===== src/core/tpd_regs.vh =====
`ifndef TPD_REGS_VH
`define TPD_REGS_VH
// ==========================================
// register addresses
`define TPD_ADDR_DUTY0 8'h05
`define TPD_ADDR_DUTY1 8'h06
`define TPD_ADDR_DUTY2 8'h07
`define TPD_ADDR_MODE 8'h13
// ==========================================
// pin_mode_select fields
`define TPD_MODE_DAC_OUT0 0
`define TPD_MODE_DAC_OUT1 1
`define TPD_MODE_DAC_OUT2 2
`define TPD_MODE_CGP 3
`define TPD_MODE_RESET 4'h0
// ==========================================
// timing
`define TPD_CLK_HZ 200000000
`define TPD_REF_HZ 225000
`define TPD_REF_DIV (`TPD_CLK_HZ / `TPD_REF_HZ)
`define TPD_QUARTER_DIV (`TPD_REF_DIV / 4)
`define TPD_STEPS 256
`endif


===== src/core/tpd_channel.v =====
`timescale 1ns/1ps
// one pwm channel: 8-bit counter on its reference tick, compare with latched duty
module tpd_channel #(
  parameter DIV_W = 10,
  parameter [DIV_W-1:0] QUARTER = 10'd222
) (
  input wire i_core_clk,
  input wire i_rst_n,
  input wire i_ce,
  input wire i_ref_tick,
  input wire [DIV_W-1:0] i_phase,
  input wire [7:0] i_duty,
  output reg o_pwm
);
  reg [7:0] count;
  reg [7:0] duty_act;
  wire wrap;

  assign wrap = i_ref_tick && (count == 8'hff);

  // ==========================================
  // counter and period-aligned duty reload
  always @(posedge i_core_clk)
  begin
    if (!i_rst_n)
    begin
      count <= 8'h00;
      duty_act <= 8'h00;
      o_pwm <= 1'b0;
    end
    else if (i_ce)
    begin
      if (i_ref_tick)
        count <= count + 8'h01;
      if (wrap)
        duty_act <= i_duty;
      // high while duty exceeds count, plus a quarter reference clock tail
      o_pwm <= (duty_act > count) || ((duty_act == count) && (i_phase < QUARTER));
    end
  end
endmodule


===== src/core/tpd_pwm_dac.v =====
`timescale 1ns/1ps
`include "tpd_regs.vh"
module tpd_pwm_dac #(
  parameter DIV_W = 10
) (
  input wire i_core_clk,
  input wire i_rst_n,
  input wire i_ce,
  input wire i_clock_stop,
  input wire [7:0] i_addr,
  input wire i_put,
  input wire i_get,
  input wire [7:0] i_transfer_buffer,
  output reg [7:0] o_transfer_buffer,
  input wire [2:0] i_port_latch,
  output wire o_dac_out0,
  output wire o_dac_out1,
  output wire o_dac_out2,
  output wire o_dac_out0_oe,
  output wire o_dac_out1_oe,
  output wire o_dac_out2_oe,
  output wire o_clockgen_port_select
);
  // counts are worked out as integers, then cut to the divider width on purpose
  localparam integer REF_DIV_I = `TPD_REF_DIV;
  localparam integer QUARTER_I = `TPD_QUARTER_DIV;
  localparam integer PHASE1_I = `TPD_REF_DIV / 3;
  localparam integer PHASE2_I = (`TPD_REF_DIV * 2) / 3;
  localparam [DIV_W-1:0] REF_DIV = REF_DIV_I[DIV_W-1:0];
  localparam [DIV_W-1:0] QUARTER = QUARTER_I[DIV_W-1:0];
  localparam [DIV_W-1:0] PHASE1 = PHASE1_I[DIV_W-1:0];
  localparam [DIV_W-1:0] PHASE2 = PHASE2_I[DIV_W-1:0];

  reg [7:0] dac_out0_duty;
  reg [7:0] dac_out1_duty;
  reg [7:0] dac_out2_duty;
  reg [3:0] pin_mode_select;
  reg [DIV_W-1:0] div;
  wire [2:0] pwm;
  wire [2:0] sel;
  wire [2:0] pin;

  // ==========================================
  // reference divider, one tick per channel at staggered phases
  function [DIV_W-1:0] phase_of;
    input [DIV_W-1:0] d;
    input [DIV_W-1:0] off;
    begin
      phase_of = (d >= off) ? (d - off) : (d + REF_DIV - off);
    end
  endfunction

  always @(posedge i_core_clk)
  begin
    if (!i_rst_n)
      div <= {DIV_W{1'b0}};
    else if (i_ce)
      div <= (div == REF_DIV - 1'b1) ? {DIV_W{1'b0}} : div + 1'b1;
  end

  // ==========================================
  // register file; reset does not touch duty, so ce reset and halt keep it all
  always @(posedge i_core_clk)
  begin
    if (!i_rst_n)
    begin
      pin_mode_select <= `TPD_MODE_RESET;
      o_transfer_buffer <= 8'h00;
    end
    else if (i_clock_stop)
      pin_mode_select <= `TPD_MODE_RESET;
    else if (i_ce)
    begin
      if (i_put && i_addr == `TPD_ADDR_MODE)
        pin_mode_select <= i_transfer_buffer[3:0];
      if (i_get)
      begin
        case (i_addr)
          `TPD_ADDR_DUTY0: o_transfer_buffer <= dac_out0_duty;
          `TPD_ADDR_DUTY1: o_transfer_buffer <= dac_out1_duty;
          `TPD_ADDR_DUTY2: o_transfer_buffer <= dac_out2_duty;
          `TPD_ADDR_MODE: o_transfer_buffer <= {4'h0, pin_mode_select};
          default: o_transfer_buffer <= 8'h00;
        endcase
      end
    end
  end

  // duty registers have no reset value; clock stop leaves them alone
  always @(posedge i_core_clk)
  begin
    if (i_ce && i_put && !i_clock_stop)
    begin
      if (i_addr == `TPD_ADDR_DUTY0)
        dac_out0_duty <= i_transfer_buffer;
      if (i_addr == `TPD_ADDR_DUTY1)
        dac_out1_duty <= i_transfer_buffer;
      if (i_addr == `TPD_ADDR_DUTY2)
        dac_out2_duty <= i_transfer_buffer;
    end
  end

  // ==========================================
  // channels
  tpd_channel #(.DIV_W(DIV_W), .QUARTER(QUARTER)) u_ch0 (
    .i_core_clk(i_core_clk),
    .i_rst_n(i_rst_n),
    .i_ce(i_ce),
    .i_ref_tick(div == REF_DIV - 1'b1),
    .i_phase(div),
    .i_duty(dac_out0_duty),
    .o_pwm(pwm[0])
  );
  tpd_channel #(.DIV_W(DIV_W), .QUARTER(QUARTER)) u_ch1 (
    .i_core_clk(i_core_clk),
    .i_rst_n(i_rst_n),
    .i_ce(i_ce),
    .i_ref_tick(div == PHASE1 - 1'b1),
    .i_phase(phase_of(div, PHASE1)),
    .i_duty(dac_out1_duty),
    .o_pwm(pwm[1])
  );
  tpd_channel #(.DIV_W(DIV_W), .QUARTER(QUARTER)) u_ch2 (
    .i_core_clk(i_core_clk),
    .i_rst_n(i_rst_n),
    .i_ce(i_ce),
    .i_ref_tick(div == PHASE2 - 1'b1),
    .i_phase(phase_of(div, PHASE2)),
    .i_duty(dac_out2_duty),
    .o_pwm(pwm[2])
  );

  // ==========================================
  // pin select; n-channel open drain, driven only while low
  assign sel = pin_mode_select[2:0];
  assign pin = (sel & pwm) | (~sel & i_port_latch);
  assign o_dac_out0 = 1'b0;
  assign o_dac_out1 = 1'b0;
  assign o_dac_out2 = 1'b0;
  assign o_dac_out0_oe = ~pin[0];
  assign o_dac_out1_oe = ~pin[1];
  assign o_dac_out2_oe = ~pin[2];
  assign o_clockgen_port_select = pin_mode_select[`TPD_MODE_CGP];
endmodule


===== config.mk =====
export PLATFORM = sky130hd
export DESIGN_NAME = tpd_pwm_dac
export DESIGN_NICKNAME = d
export VERILOG_FILES = /design/src/core/tpd_channel.v /design/src/core/tpd_pwm_dac.v
export VERILOG_INCLUDE_DIRS = /design/src /design/src/core
export SDC_FILE = /design/constraint.sdc
export NUM_CORES = 1
export LEC_CHECK = 0
export ABC_AREA = 1
export BUFFER_PORTS_ARGS = -buffer_cell sky130_fd_sc_hd__clkbuf_2
export CORE_ASPECT_RATIO = 1.4
export CORE_MARGIN = 2
export CORE_UTILIZATION = 24
export DETAILED_ROUTE_END_ITERATION = 10
export PLACE_DENSITY = 0.45
export SYNTH_ARGS = -nofsm -noshare
export SYNTH_HDL_FRONTEND = slang
export SYNTH_SLANG_ARGS = --single-unit
export TNS_END_PERCENT = 100

===== constraint.sdc =====
create_clock -name i_core_clk -period 4.92 [get_ports i_core_clk]
set_clock_uncertainty 0.2 [all_clocks]
set_input_delay 0.738 -clock i_core_clk [delete_from_list [all_inputs] [get_ports i_core_clk]]
set_output_delay 0.738 -clock i_core_clk [all_outputs]
set_load 0.1 [all_outputs]

==> impl_metrics.ini <==
[power]
clkPwrFrac_pct = 42.6
cell_internal_pwr_uw = 1180
leakagePower_uw = 0.00251
ir_worst_vdd_mv = 0.143
power.density_mw_per_mm2 = 253
power_uw = 1560
power.net_switching_uw = 384
share_comb_of_total_power_pct = 4.9
proportion_of_power_drawn_by_flip_flops_and_latches_pct = 52.5
switching_share_pct = 24.6

[yosys]
syn_area_per_cell_um2 = 7.43
synthSimpleGateAreaFrac_pct = 26.7
combinational_family_with_the_most_area_after_synthesis = simple AND/OR/NAND/NOR gates
synthDistinctLibCells = 33
share_of_cell_area_taken_by_muxes_after_synthesis_pct = 0.553
synth_seq_area_share_pct = 40.2
count_of_warnings_emitted_by_yosys = 0
synth_ff_type = sky130_fd_sc_hd__dfxtp_1
register_bit_count_reported_by_yosys = 97
synthAdderAreaFrac_pct = 9.45
synth_enable_flop_cells = 24
syn-cell-area_mm2 = 0.00543
syn_inst = 731
async_reset_ff_share_pct = 0
post_synthesis_compound_gate_area_fraction_pct = 13.5
synth_xor_xnor_area_share_pct = 1.29

[clocking]
holdBufCountCts = 0
worst_setup_hold_path_clk_slew_ns = 0.07
post_cts_buffers = 0
cts-buffers-inserted = 9
tritoncts = yes
clock_tree.buffer_depth = 2
cts.sinks = 97
post_cts.resized_instances = 0
cts_root_buf = sky130_fd_sc_hd__clkbuf_16
insertion_delay_ns = 0.35
cts_max_level = 3

[run_status]
run_status = finished, final reports clean

[worst_hold_path]
hp-class = reg -> reg
worst_hold_path_depth = 2

[detailed_routing]
route.vias.total = 4754
post_drt_wl_per_cell_um = 13.9
detailed_router_iteration_count_before_antenna_repair = 4
post-route-drc-count = 0
via_per_inst = 4.45
dr.first_iter.drc_count = 178
post_route_wl_mm = 14.9
final_antenna_net_count = 0

[worst_setup_path]
timing.reg2reg.worst_path_depth = 18
worst-endpoint-arrival_ns = 2.94
cp_slowest_cell = sky130_fd_sc_hd__dfxtp_1
critPathKind = reg -> reg
worst_path_largest_cell_delay_ns = 0.59
setup.worst_path.start_class = flop
crit_top_cell = sky130_fd_sc_hd__nand2_1
critical_path_peak_fanout = 11
critPathCaptureType = flop
crit_chain = inv_1, ha_1, inv_1, nand2_1, nand2_1, inv_1, ha_1, inv_1, nand3_1, nand2_1, inv_1, nand2_1, nand2_1, nor2_1, nand2_1, nand2_1, nand2_1, a21oi_1
required_ns = 5.01

[sta]
tightestPinTransition_ns = 1.01
rsz0062_at_grt = false
remaining_max_slew_budget_at_the_tightest_pin_pct = 32.7
max_freq_ghz = 0.350
timing.final.ws_setup_ns = 2.06
totalNegativeSetupSlack_ns = 0
ratio_of_final_minimum_period_to_clock_period_pct = 58.1
finalSetupViolCount = 0
final.min_clock_period_ns = 2.86
timing_hold_violations_final = 0
report.final.slew_viol_count = 0

[finish]
growth_of_design_area_from_synthesis_to_finish_pct = 13.9
filler_cell_count = 2474
area_used_by_multi_input_combinational_logic_mm2 = 0.00280
antenna_cells = 0
finalNonFillerCells = 1069
sequential_cell_area_mm2 = 0.00218
layout-drive-gt1-share_pct = 7.68
fin_area_mm2 = 0.00618
final_net_count = 829

[place]
gp_congestion = 0.816
dpl_worst_slack_ns = 1.77
detailed_place.area_mm2 = 0.00591
port_buffers = 36
hpwl_mm = 11.6
place_inst = 1053

[global_routing]
first_global_vias = 4623
grt_max_degree = 30
antenna_found_initial = 0
overflow = 0
globalRouteTotalUtil_pct = 12.8
grt_pass1_wl_mm = 24.0

[die]
boundaryPins = 40
core_mm2 = 0.0224
die_h_um = 182
rows = 65
fp.dieW_um = 131
initial_utilization_pct = 24.3
floorplan.die_area_mm2 = 0.0239

[flow_run]
drv.max_cap_violation_count = 0
[critical path, delay by kind of cell, from the launching register on]
| family | cells | cell delay, ns |
|---|---|---|
| buf+inv | 5 | 0.49 |
| fa+ha+maj | 2 | 0.52 |
| flops | 1 | 0.59 |
| compound gates | 1 | 0.10 |
| simple gates | 10 | 0.92 |
[registers in the layout, summed over array words and instances, names as in the netlist]
name               flops
u_ch0.duty_act         8
pin_mode_select        4
dac_out2_duty          8
u_ch2.o_pwm            1
o_transfer_buffer      8
div                   10
u_ch1.count            8
u_ch2.count            8
u_ch1.duty_act         8
u_ch1.o_pwm            1
dac_out0_duty          8
dac_out1_duty          8
u_ch0.count            8
u_ch0.o_pwm            1
u_ch2.duty_act         8
[cells in the final DEF (no fill, tap or decap), types with 2 or more instances in the layout]
| cell | n |
|---|---|
| sky130_fd_sc_hd__clkinvlp_4 | 3 |
| sky130_fd_sc_hd__nor3_1 | 18 |
| sky130_fd_sc_hd__nand3_1 | 70 |
| sky130_fd_sc_hd__inv_1 | 89 |
| sky130_fd_sc_hd__clkbuf_2 | 36 |
| sky130_fd_sc_hd__clkinv_1 | 3 |
| sky130_fd_sc_hd__o21a_1 | 5 |
| sky130_fd_sc_hd__clkinv_4 | 2 |
| sky130_fd_sc_hd__clkbuf_16 | 9 |
| sky130_fd_sc_hd__nor2_1 | 45 |
| sky130_fd_sc_hd__edfxtp_1 | 24 |
| sky130_fd_sc_hd__a21oi_1 | 83 |
| sky130_fd_sc_hd__conb_1 | 3 |
| sky130_fd_sc_hd__nor3b_1 | 4 |
| sky130_fd_sc_hd__ha_1 | 41 |
| sky130_fd_sc_hd__buf_4 | 3 |
| sky130_fd_sc_hd__nand4_1 | 15 |
| sky130_fd_sc_hd__o2111ai_1 | 3 |
| sky130_fd_sc_hd__nor4_1 | 2 |
| sky130_fd_sc_hd__mux2i_1 | 3 |
| sky130_fd_sc_hd__o21ai_0 | 44 |
| sky130_fd_sc_hd__xor2_1 | 8 |
| sky130_fd_sc_hd__dfxtp_1 | 73 |
| sky130_fd_sc_hd__nand2_1 | 170 |
| sky130_fd_sc_hd__o211ai_1 | 2 |
[layout make-up]
class | count | share of cell area [%]
clock buffers | 10 | 3.70
clock inverters | 6 | 0.728
inverters | 92 | 5.58
multi-input cells | 524 | 45.3
flip-flops and latches | 97 | 35.3
well taps | 301 | 6.09
repair buffers | 39 | 3.28
[worst paths after layout]
kind | from | end | slack, ns
setup / recovery | div[3]$_SDFFE_PN0P_ | u_ch2.o_pwm$_SDFFE_PN0P_ | 2.06
hold / removal | u_ch1.duty_act[5]$_SDFFE_PN0P_ | u_ch1.duty_act[5]$_SDFFE_PN0P_ | 0.25
setup reg to reg | div[3]$_SDFFE_PN0P_ | u_ch2.o_pwm$_SDFFE_PN0P_ | 2.06
hold reg to reg | u_ch1.duty_act[5]$_SDFFE_PN0P_ | u_ch1.duty_act[5]$_SDFFE_PN0P_ | 0.25
[routing by layer]
layer  vias to the layer above  global-route usage (%)  share of wire (%)
li1                       2514                       -                  -
met2                        70                    24.3                 52
met5                         -                       0                  0
met4                         0                    5.04                2.0
met3                        17                    1.20                2.2
met1                      2153                    14.6                 44
[synth_stat cells, types with 2 or more instances]
cell                        count  area, um^2
sky130_fd_sc_hd__nand2_1      170         638
sky130_fd_sc_hd__inv_1         89         334
sky130_fd_sc_hd__a21oi_1       83         415
sky130_fd_sc_hd__dfxtp_1       73        1460
sky130_fd_sc_hd__nand3_1       70         350
sky130_fd_sc_hd__nor2_1        45         169
sky130_fd_sc_hd__o21ai_0       44         220
sky130_fd_sc_hd__ha_1          41         513
sky130_fd_sc_hd__edfxtp_1      24         721
sky130_fd_sc_hd__nor3_1        18        90.1
sky130_fd_sc_hd__nand4_1       15        93.8
sky130_fd_sc_hd__clkbuf_1       8        30.0
sky130_fd_sc_hd__xor2_1         8        70.1
sky130_fd_sc_hd__buf_4          5        37.5
sky130_fd_sc_hd__o21a_1         5        37.5
sky130_fd_sc_hd__buf_2          4        20.0
sky130_fd_sc_hd__nor3b_1        4        30.0
sky130_fd_sc_hd__clkinv_1       3        11.3
sky130_fd_sc_hd__mux2i_1        3        30.0
sky130_fd_sc_hd__o2111ai_1      3        26.3
sky130_fd_sc_hd__buf_1          2        7.51
sky130_fd_sc_hd__nor4_1         2        12.5
sky130_fd_sc_hd__o211ai_1       2        15.0
[metrics by stage]
| step | hold WS, ns | util, % |
|---|---|---|
| finish | 0.252 | 27.6 |
| floorplan | 0.228 | - |
| global route | 0.282 | 27.6 |
| global placement | 0.240 | 26.4 |
| CTS | 0.256 | 27.6 |
| detailed placement | 0.244 | 26.4 |
[power by group through the flow]
stage / Clock, uW / Sequential (uW) / Combinational [uW]
finish: 666 / 821 / 76.2
global route: 725 / 822 / 84.2
CTS: 685 / 821 / 77.6
detailed placement: 0 / 840 / 77.5
global placement: 0 / 840 / 77.4
floorplan: 0 / 839 / 50.4
[kinds of logic (layout without fill, tap and decap cells)]
logic type	count (synthesis)	count (layout)
and+or+nand+nor	330	330
AOI/OAI and AO/OA	139	139
buffers and inverters	112	147
DFF	97	97
adders and majority gates	41	41
xor gates and xnor gates	8	8
muxes	3	3
other	1	3
No activity file was read; power rests on OpenSTA's default activity.
